File: config.mk
export PLATFORM = sky130hd
export DESIGN_NAME = two_level_irq_controller
export DESIGN_NICKNAME = d
export VERILOG_FILES = /design/src/rtl/irq_ctrl_pkg.sv /design/src/rtl/two_level_irq_controller.sv
export VERILOG_INCLUDE_DIRS = /design/src /design/src/rtl
export SDC_FILE = /design/constraint.sdc
export NUM_CORES = 1
export LEC_CHECK = 0
export BUFFER_PORTS_ARGS = -buffer_cell sky130_fd_sc_hd__buf_2
export CORE_UTILIZATION = 56
export DETAILED_ROUTE_END_ITERATION = 8
export HOLD_SLACK_MARGIN = 0.03
export PLACE_DENSITY_LB_ADDON = 0.15
export SLEW_MARGIN = 25
export SYNTH_ARGS = -nofsm -noshare
export SYNTH_HDL_FRONTEND = slang
export SYNTH_SLANG_ARGS = --single-unit
export TNS_END_PERCENT = 5
File: constraint.sdc
create_clock -name clk_i -period 3.6 [get_ports clk_i]
set_clock_uncertainty 0.05 [all_clocks]
set_input_delay 0.36 -clock clk_i [delete_from_list [all_inputs] [get_ports clk_i]]
set_output_delay 0.36 -clock clk_i [all_outputs]
set_load 0.03 [all_outputs]
File: src/rtl/irq_ctrl_map.svh
// register map, field positions, reset values and vectors of the interrupt controller
`ifndef IRQ_CTRL_MAP_SVH
`define IRQ_CTRL_MAP_SVH
// ==========================================
// register offsets and reset values
`define SRC_EN_ADDR      8'hA8
`define SEC_EN_PRIO_ADDR 8'hA9
`define PRIO_LEVEL_ADDR  8'hB8
`define SRC_EN_RESET     8'h00
`define SEC_EN_PRIO_RESET 8'hA0
`define PRIO_LEVEL_RESET 8'h00
// ==========================================
// field positions
`define MASTER_EN_BIT    3'd7
`define SEC_TIC_PRIO     6
`define SEC_PSM_PRIO     5
`define SEC_SSI_PRIO     4
`define SEC_TIC_EN       2
`define SEC_PSM_EN       1
`define SEC_SSI_EN       0
// ==========================================
// polling positions, 0 is served first
`define NUM_SRC          11
`define POLL_PSM         4'd0
`define POLL_WDT         4'd1
`define POLL_EXT0        4'd2
`define POLL_ADC         4'd3
`define POLL_T0          4'd4
`define POLL_EXT1        4'd5
`define POLL_T1          4'd6
`define POLL_SSI         4'd7
`define POLL_UART        4'd8
`define POLL_T2          4'd9
`define POLL_TIC         4'd10
// ==========================================
// vector addresses
`define VEC_EXT0         16'h0003
`define VEC_T0           16'h000B
`define VEC_EXT1         16'h0013
`define VEC_T1           16'h001B
`define VEC_UART         16'h0023
`define VEC_T2           16'h002B
`define VEC_ADC          16'h0033
`define VEC_SSI          16'h003B
`define VEC_PSM          16'h0043
`define VEC_TIC          16'h0053
`define VEC_WDT          16'h005B
`endif

File: src/rtl/irq_ctrl_pkg.sv
// types shared by the interrupt controller and its surroundings
package irq_ctrl_pkg;
   // raw request flags from the peripherals and the core
   typedef struct packed {
      logic supply_monitor_flag;
      logic watchdog_irq_flag;
      logic ext0_request_flag;
      logic adc_primary_ready;
      logic adc_aux_ready;
      logic timer0_overflow_flag;
      logic ext1_request_flag;
      logic timer1_overflow_flag;
      logic spi_done_flag;
      logic i2c_done_flag;
      logic uart_rx_done_flag;
      logic uart_tx_done_flag;
      logic timer2_overflow_flag;
      logic timer2_external_flag;
      logic interval_counter_flag;
   } src_flags_t;

   typedef struct packed {
      logic       wr;
      logic       rd;
      logic       bit_wr;
      logic [2:0] bit_sel;
      logic       bit_val;
      logic [7:0] addr;
      logic [7:0] wdata;
   } sfr_req_t;

   typedef enum logic [1:0] {
      ST_IDLE    = 2'b00,
      ST_PUSH_LO = 2'b01,
      ST_PUSH_HI = 2'b10,
      ST_LOAD    = 2'b11
   } seq_state_t;
endpackage : irq_ctrl_pkg

File: src/rtl/two_level_irq_controller.sv
// two-level interrupt controller: enables, priorities, polling, vector sequence
`timescale 1ns/1ps
`default_nettype none
`include "irq_ctrl_map.svh"
module two_level_irq_controller (
   input  wire logic                    clk_i,
   input  wire logic                    rst_i,
   input  wire logic                    ce_i,
   input  wire irq_ctrl_pkg::sfr_req_t  sfr_i,
   output logic [7:0]                   sfr_rdata_o,
   input  wire irq_ctrl_pkg::src_flags_t flags_i,
   input  wire logic                    watchdog_irq_mode_i,
   input  wire logic [3:0]              watchdog_timeout_i,
   input  wire logic [15:0]             pc_i,
   input  wire logic                    irq_ack_i,
   input  wire logic                    reti_i,
   output logic                         irq_req_o,
   output logic [15:0]                  irq_vector_o,
   output logic                         stack_push_o,
   output logic [7:0]                   stack_data_o,
   output logic                         pc_load_o,
   output logic [15:0]                  pc_load_value_o,
   output logic [3:0]                   taken_source_o,
   output logic [1:0]                   in_service_o
);
   // ==========================================
   // registers
   logic [7:0]              src_enable_reg;
   logic [7:0]              sec_en_prio_reg;
   logic [7:0]              prio_level_reg;
   logic [7:0]              rdata_reg;
   logic [1:0]              in_service_reg;
   irq_ctrl_pkg::seq_state_t state_reg;
   irq_ctrl_pkg::seq_state_t state_next;
   logic                    cand_valid_reg;
   logic                    cand_high_reg;
   logic [3:0]              cand_idx_reg;
   logic [15:0]             vector_reg;
   logic [15:0]             load_value_reg;
   logic [7:0]              pc_hi_reg;
   logic [7:0]              stack_data_reg;
   logic [3:0]              taken_reg;

   // ==========================================
   // register access decode
   wire sel_src = sfr_i.addr == `SRC_EN_ADDR;
   wire sel_sec = sfr_i.addr == `SEC_EN_PRIO_ADDR;
   wire sel_pri = sfr_i.addr == `PRIO_LEVEL_ADDR;
   // only the two classic registers answer bit writes
   wire bit_src = sfr_i.bit_wr && sel_src;
   wire bit_pri = sfr_i.bit_wr && sel_pri;
   wire [7:0] bit_mask = 8'h01 << sfr_i.bit_sel;
   wire [7:0] bit_fill = {8{sfr_i.bit_val}};
   wire [7:0] rd_mux =
      sel_src ? src_enable_reg :
      sel_sec ? sec_en_prio_reg :
      sel_pri ? {1'b0, prio_level_reg[6:0]} :
      8'h00;

   // ==========================================
   // request, enable and level vectors in polling order
   // shared sources merge both of their flags
   logic [`NUM_SRC-1:0] pend;
   logic [`NUM_SRC-1:0] enab;
   logic [`NUM_SRC-1:0] high;
   wire ea = src_enable_reg[`MASTER_EN_BIT];
   wire wdt_pend = flags_i.watchdog_irq_flag && watchdog_irq_mode_i
                   && (watchdog_timeout_i != 4'h0);

   assign pend = {
      flags_i.interval_counter_flag,
      flags_i.timer2_overflow_flag | flags_i.timer2_external_flag,
      flags_i.uart_rx_done_flag | flags_i.uart_tx_done_flag,
      flags_i.spi_done_flag | flags_i.i2c_done_flag,
      flags_i.timer1_overflow_flag,
      flags_i.ext1_request_flag,
      flags_i.timer0_overflow_flag,
      flags_i.adc_primary_ready | flags_i.adc_aux_ready,
      flags_i.ext0_request_flag,
      wdt_pend,
      flags_i.supply_monitor_flag};

   // watchdog is enabled whenever it requests, even with the master gate off
   assign enab = {
      sec_en_prio_reg[`SEC_TIC_EN],
      src_enable_reg[5],
      src_enable_reg[4],
      sec_en_prio_reg[`SEC_SSI_EN],
      src_enable_reg[3],
      src_enable_reg[2],
      src_enable_reg[1],
      src_enable_reg[6],
      src_enable_reg[0],
      1'b1,
      sec_en_prio_reg[`SEC_PSM_EN]};

   assign high = {
      sec_en_prio_reg[`SEC_TIC_PRIO],
      prio_level_reg[5],
      prio_level_reg[4],
      sec_en_prio_reg[`SEC_SSI_PRIO],
      prio_level_reg[3],
      prio_level_reg[2],
      prio_level_reg[1],
      prio_level_reg[6],
      prio_level_reg[0],
      1'b1,
      sec_en_prio_reg[`SEC_PSM_PRIO]};

   // master gate applies to every source except the watchdog
   logic [`NUM_SRC-1:0] gate;
   genvar g;
   generate
      for (g = 0; g < `NUM_SRC; g = g + 1) begin : g_gate
         if (g == `POLL_WDT) begin : g_wdt
            assign gate[g] = pend[g] && enab[g];
         end else begin : g_mask
            assign gate[g] = pend[g] && enab[g] && ea;
         end
      end
   endgenerate

   // lowest set index wins: that is the polling order
   function automatic logic [3:0] first_set(input logic [`NUM_SRC-1:0] v);
      logic [3:0] idx;
      idx = 4'h0;
      for (int i = `NUM_SRC - 1; i >= 0; i--) begin
         if (v[i]) begin
            idx = 4'(i);
         end
      end
      return idx;
   endfunction : first_set

   function automatic logic [15:0] vec_of(input logic [3:0] idx);
      case (idx)
         `POLL_PSM:  return `VEC_PSM;
         `POLL_WDT:  return `VEC_WDT;
         `POLL_EXT0: return `VEC_EXT0;
         `POLL_ADC:  return `VEC_ADC;
         `POLL_T0:   return `VEC_T0;
         `POLL_EXT1: return `VEC_EXT1;
         `POLL_T1:   return `VEC_T1;
         `POLL_SSI:  return `VEC_SSI;
         `POLL_UART: return `VEC_UART;
         `POLL_T2:   return `VEC_T2;
         `POLL_TIC:  return `VEC_TIC;
         default:    return 16'h0000;
      endcase
   endfunction : vec_of

   wire [`NUM_SRC-1:0] hi_req = gate & high;
   wire [`NUM_SRC-1:0] lo_req = gate & ~high;
   // a level may only interrupt when nothing at its level or above runs
   wire hi_ok = (|hi_req) && !in_service_reg[1];
   wire lo_ok = (|lo_req) && (in_service_reg == 2'b00);
   wire cand_valid = hi_ok || lo_ok;
   wire cand_high = hi_ok;
   wire [3:0] cand_idx = hi_ok ? first_set(hi_req) : first_set(lo_req);
   // take works from the registered candidate: a source that drops its flag
   // in the acknowledge cycle is still taken, so the core may clear it early
   wire take = (state_reg == irq_ctrl_pkg::ST_IDLE) && cand_valid_reg && irq_ack_i;

   // ==========================================
   // vectoring sequence: push low byte, push high byte, then load
   always_comb begin
      case (state_reg)
         irq_ctrl_pkg::ST_IDLE:
            state_next = take ? irq_ctrl_pkg::ST_PUSH_LO : irq_ctrl_pkg::ST_IDLE;
         irq_ctrl_pkg::ST_PUSH_LO: state_next = irq_ctrl_pkg::ST_PUSH_HI;
         irq_ctrl_pkg::ST_PUSH_HI: state_next = irq_ctrl_pkg::ST_LOAD;
         irq_ctrl_pkg::ST_LOAD:    state_next = irq_ctrl_pkg::ST_IDLE;
         default:                  state_next = irq_ctrl_pkg::ST_IDLE;
      endcase
   end

   // ==========================================
   // configuration registers
   always_ff @(posedge clk_i or posedge rst_i) begin
      if (rst_i) begin
         src_enable_reg  <= `SRC_EN_RESET;
         sec_en_prio_reg <= `SEC_EN_PRIO_RESET;
         prio_level_reg  <= `PRIO_LEVEL_RESET;
      end else if (ce_i) begin
         if (sfr_i.wr && sel_src) begin
            src_enable_reg <= sfr_i.wdata;
         end else if (bit_src) begin
            src_enable_reg <= (src_enable_reg & ~bit_mask) | (bit_fill & bit_mask);
         end
         // bit 3 is stored as written; software keeps it zero
         if (sfr_i.wr && sel_sec) begin
            sec_en_prio_reg <= sfr_i.wdata;
         end
         if (sfr_i.wr && sel_pri) begin
            prio_level_reg <= {1'b0, sfr_i.wdata[6:0]};
         end else if (bit_pri) begin
            prio_level_reg <= ((prio_level_reg & ~bit_mask) | (bit_fill & bit_mask))
                              & 8'h7F;
         end
      end
   end

   // ==========================================
   // read data, held until the next read strobe
   always_ff @(posedge clk_i or posedge rst_i) begin
      if (rst_i) begin
         rdata_reg <= 8'h00;
      end else if (ce_i && sfr_i.rd) begin
         rdata_reg <= rd_mux;
      end
   end

   // ==========================================
   // arbitration result, registered so vector and request line up
   always_ff @(posedge clk_i or posedge rst_i) begin
      if (rst_i) begin
         cand_valid_reg <= 1'b0;
         cand_high_reg  <= 1'b0;
         cand_idx_reg   <= 4'h0;
         vector_reg     <= 16'h0000;
      end else if (ce_i) begin
         cand_valid_reg <= cand_valid && !take;
         cand_high_reg  <= cand_high;
         cand_idx_reg   <= cand_idx;
         vector_reg     <= vec_of(cand_idx);
      end
   end

   // ==========================================
   // sequence state
   always_ff @(posedge clk_i or posedge rst_i) begin
      if (rst_i) begin
         state_reg <= irq_ctrl_pkg::ST_IDLE;
      end else if (ce_i) begin
         state_reg <= state_next;
      end
   end

   // ==========================================
   // snapshot at the take edge
   // pc_i keeps moving, so both bytes are caught at once and the high one
   // waits a cycle for its push slot
   always_ff @(posedge clk_i or posedge rst_i) begin
      if (rst_i) begin
         pc_hi_reg      <= 8'h00;
         stack_data_reg <= 8'h00;
         load_value_reg <= 16'h0000;
         taken_reg      <= 4'h0;
      end else if (ce_i) begin
         if (take) begin
            stack_data_reg <= pc_i[7:0];
            pc_hi_reg      <= pc_i[15:8];
            load_value_reg <= vector_reg;
            taken_reg      <= cand_idx_reg;
         end else if (state_reg == irq_ctrl_pkg::ST_PUSH_LO) begin
            stack_data_reg <= pc_hi_reg;
         end
      end
   end

   // ==========================================
   // in-service tracking
   // a return ends the innermost level; a take in the same cycle wins,
   // which the core avoids since it only returns outside the sequence
   always_ff @(posedge clk_i or posedge rst_i) begin
      if (rst_i) begin
         in_service_reg <= 2'b00;
      end else if (ce_i) begin
         if (take) begin
            if (cand_high_reg) begin
               in_service_reg[1] <= 1'b1;
            end else begin
               in_service_reg[0] <= 1'b1;
            end
         end else if (reti_i) begin
            if (in_service_reg[1]) begin
               in_service_reg[1] <= 1'b0;
            end else begin
               in_service_reg[0] <= 1'b0;
            end
         end
      end
   end

   // ==========================================
   // outputs
   assign irq_req_o       = (state_reg == irq_ctrl_pkg::ST_IDLE) && cand_valid_reg;
   assign irq_vector_o    = vector_reg;
   assign stack_push_o    = (state_reg == irq_ctrl_pkg::ST_PUSH_LO) ||
                            (state_reg == irq_ctrl_pkg::ST_PUSH_HI);
   assign stack_data_o    = stack_data_reg;
   assign pc_load_o       = state_reg == irq_ctrl_pkg::ST_LOAD;
   assign pc_load_value_o = load_value_reg;
   assign taken_source_o  = taken_reg;
   assign in_service_o    = in_service_reg;
   assign sfr_rdata_o     = rdata_reg;
endmodule : two_level_irq_controller
`default_nettype wire

==> impl_table.tex <==
\begin{tabular}{lr}
\hline
Metric & Value \\
\hline
\multicolumn{2}{l}{\textbf{Run status}} \\
Status & finished, final reports clean \\
\multicolumn{2}{l}{\textbf{Global route}} \\
Pin count of the biggest net entering global routing & 46 \\
Initial antenna violation count & 0 \\
Via count of the first global-routing pass & 3237 \\
Total congestion overflow & 0 \\
Global-route wire length before repair & 15.8 mm \\
All-Layer GR Usage & 27.3\% \\
\multicolumn{2}{l}{\textbf{Synthesis}} \\
Cell taking the most area after synthesis & dfrtp\_1 \\
Synthesis-stage register bit count & 71 \\
Primary flip-flop cell chosen by synthesis mapping & dfrtp\_1 \\
Fraction of registers with async set or reset after synthesis & 100\% \\
Synthesis Warnings & 0 \\
Syn Std Cell Area & 4090 µm² \\
Distinct cell type count of the synthesized netlist & 57 \\
Count of flip-flops with a built-in enable after synthesis & 0 \\
Seq/Total Area, Yosys & 43.5\% \\
Cells taking the most area after synthesis & dfrtp\_1, mux2\_2, mux2i\_1 \\
Yosys top cell area share & 42.2\% \\
Avg Inst Size Synth & 9.74 µm² \\
Number of cells produced by synthesis & 420 \\
\multicolumn{2}{l}{\textbf{Power}} \\
Sw Share & 34.0\% \\
Leakage & 2.34 nW \\
IR drop worst, VDD & 0.266 mV \\
Share of total power in combinational logic & 27.9\% \\
Power share of the sequential group & 41.1\% \\
Clock power frac & 31.1\% \\
Cell area power density & 522 nW/µm² \\
Total net switching power & 0.849 mW \\
Internal power of the cells & 1.64 mW \\
\multicolumn{2}{l}{\textbf{Place}} \\
Cell count after placement & 596 \\
Instance area after placement & 4530 µm² \\
Pre-CTS setup slack & 0.612 ns \\
Detailed placement HPWL & 7.59 mm \\
Routability congestion estimate & 0.907 \\
\# port buffers & 100 \\
\multicolumn{2}{l}{\textbf{Cells and area}} \\
Flip-flop and latch area & 1780 µm² \\
Final cell count without fillers & 613 \\
Multi-input gate area & 2070 µm² \\
Total non-filler cell area in the finished layout & 4780 µm² \\
Number of diodes & 0 \\
Layout fillers & 592 \\
Number of nets in the finished design & 581 \\
Commonest non-fill, non-tap cell in the layout & buf\_2 \\
Layout cells sized above 1 & 31.5\% \\
Commonest cells after routing, fill and taps aside & buf\_2, dfrtp\_1, nor2\_1 \\
Layout area overhead & 16.8\% \\
\multicolumn{2}{l}{\textbf{Clock tree}} \\
Number of buffers added by the clock tree synthesis step & 9 \\
Post-CTS clock slew at the launch and capture registers of the worst setup and hold paths & 0.08 ns \\
CTS root buf & clkbuf\_8 \\
Number of buffers on the longest clock path & 2 \\
Maximum level of the CTS H-tree & 3 \\
TritonCTS clock tree & yes \\
Insertion delay to the later sink of the worst-skew pair & 0.34 ns \\
Clock sink count & 71 \\
CTS resizes & 0 \\
\multicolumn{2}{l}{\textbf{STA}} \\
Sum Neg Setup Slack & 0 ns \\
Worst slew pin tran & 0.839 ns \\
Final setup margin & 0.701 ns \\
Slew margin rel. & 43.9\% \\
Setup-failing EPs final & 0 \\
Final Hold Vio Count & 0 \\
Final clock period utilization by the worst path & 80.5\% \\
Top achievable clock speed & 345 MHz \\
Unrepaired setup endpoints after global routing & false \\
Minimum period implied by the final worst setup slack & 2.90 ns \\
Final number of max-transition violations & 0 \\
\multicolumn{2}{l}{\textbf{Floorplanning}} \\
Die X & 87.5 µm \\
Die area & 7650 µm² \\
Cell row count & 30 \\
Core Box Area & 6910 µm² \\
Height of the die & 87.5 µm \\
Number of I/O pins & 121 \\
Initial core utilization & 59.2\% \\
\multicolumn{2}{l}{\textbf{Job}} \\
Max\_cap viols & 0 \\
\multicolumn{2}{l}{\textbf{Hold path}} \\
Class of the worst hold path & input pin to flip-flop \\
Origin of the worst min-delay path & pc\_i[12] \\
\multicolumn{2}{l}{\textbf{Setup path}} \\
Cell occurring most often along the worst timing path & a21oi\_2 \\
Cell-by-cell trace of the critical path & o2111ai\_1 > nand4\_1 > o41ai\_4 > a21oi\_2 > a211oi\_2 > mux2\_2 > a21oi\_2 \\
Endpoint type of the worst setup path & flip-flop \\
Category of the worst setup path launch point & flip-flop \\
Path type of the worst setup path & flip-flop to flip-flop \\
Biggest fanout along the worst timing path & 25 \\
Required arrival time at the worst endpoint & 3.82 ns \\
Slowest Stage Delay on Critical Path & 0.64 ns \\
Arrival @ worst endpoint & 3.12 ns \\
Standard cell with the maximum stage delay on the critical path & dfrtp\_1 \\
\multicolumn{2}{l}{\textbf{Detailed routing}} \\
Total wire length after detailed routing & 10.2 mm \\
Average wire per cell in the routed design & 16.6 µm \\
Number of violations reported at the end of detailed-routing iteration 0 & 218 \\
DRT antenna net count & 0 \\
Drt first pass iters & 6 \\
Number of remaining DRC errors & 0 \\
Via Count & 3603 \\
Via density & 5.88 \\
\hline
\end{tabular}
==> cell usage after synthesis (3+ instances only) <==
master     count
nand4b_1       7
a31oi_1        8
nand2b_1       3
nand4_1        7
inv_1         12
o211ai_1       5
clkbuf_1      14
a21oi_2        3
nor3_1        10
ha_1           5
dfrtp_1       69
o22ai_1       11
buf_4         22
mux2i_1       20
nor3b_1        3
o31ai_1        9
o21ai_0       24
o2111ai_1      4
a21oi_1       28
o21a_1         3
nor2_1        47
nand2_1       25
nand3_1        7
a22o_1         7
mux2_2        28
==> power groups by stage <==
stage	combinational, mW	sequential [mW]	clock (mW)
after floorplan	0.366	1.19	0
after global placement	0.681	1.03	0
after detailed placement	0.695	1.04	0
after CTS	0.697	1.02	0.786
after global routing	0.752	1.04	0.817
final	0.695	1.02	0.775
==> metal layers <==
layer / vias up / track usage (%) / part of all wire (%)
met4: 0 / 7.15 / 1.0
li1: 1703 / - / -
met1: 1710 / 38.8 / 46
met3: 14 / 5.50 / 7.0
met2: 176 / 42.7 / 46
met5: - / 0 / 0
==> cell families (layout without fill, tap and decap cells) <==
| logic type | Yosys count | in the layout | share of synthesized area, % |
|---|---|---|---|
| AO/OA/AOI/OAI | 120 | 120 | 20.0 |
| buffers and inverters | 53 | 131 | 7.77 |
| other | 1 | 20 | 0.0917 |
| AND/OR/NAND/NOR | 122 | 122 | 14.6 |
| adder cells (fa/ha/maj) | 5 | 5 | 1.53 |
| multiplexers | 48 | 48 | 12.6 |
| flip-flops | 71 | 71 | 43.5 |
==> what timing repair did <==
item / 4_1_cts / 5_1_grt
buffers inserted: 0 / 0
hold buffers: 1 / 0
hold endpoints to repair: 20 / 0
==> worst max-delay path, delay by kind of cell, from the launching register on <==
kind            cells  cell delay (ns)
simple gates        1             0.30
compound gates      5             1.45
mux                 1             0.39
flops               1             0.64
==> worst paths after layout <==
kind / cells after the start / endpoint / slack, ns
max reg2reg: 7 / irq_vector_o[6]$_DFFE_PP0P_ / 0.70
max in group asynchronous: 4 / irq_vector_o[5]$_DFFE_PP0P_ / 1.94
min: 2 / pc_hi_reg[4]$_DFFE_PP0P_ / 0.19
max: 7 / irq_vector_o[6]$_DFFE_PP0P_ / 0.70
min reg2reg: 2 / sfr_rdata_o[7]$_DFFE_PP0P_ / 0.44
min in group asynchronous: 3 / sfr_rdata_o[7]$_DFFE_PP0P_ / 0.57
==> cell type report <==
| class | count | area share (%) |
|---|---|---|
| Inverter | 12 | 0.943 |
| Sequential cell | 71 | 37.2 |
| Timing Repair Buffer | 103 | 11.0 |
| Multi-Input combinational cell | 315 | 43.2 |
| Clock buffer | 9 | 2.59 |
| Clock inverter | 7 | 2.46 |
| Tap cell | 96 | 2.51 |
==> stage by stage <==
| step | util [%] | power [mW] | hold WS [ns] |
|---|---|---|---|
| 2_1_floorplan | - | 1.56 | 0.427 |
| 3_3_place_gp | 65.5 | 1.71 | 0.395 |
| 3_5_place_dp | 65.5 | 1.73 | 0.391 |
| 4_1_cts | 69.2 | 2.51 | 0.173 |
| 5_1_grt | 69.2 | 2.61 | 0.185 |
| 6_report | 69.2 | 2.49 | 0.188 |
Note: power is estimated with default switching activity, not from simulation.
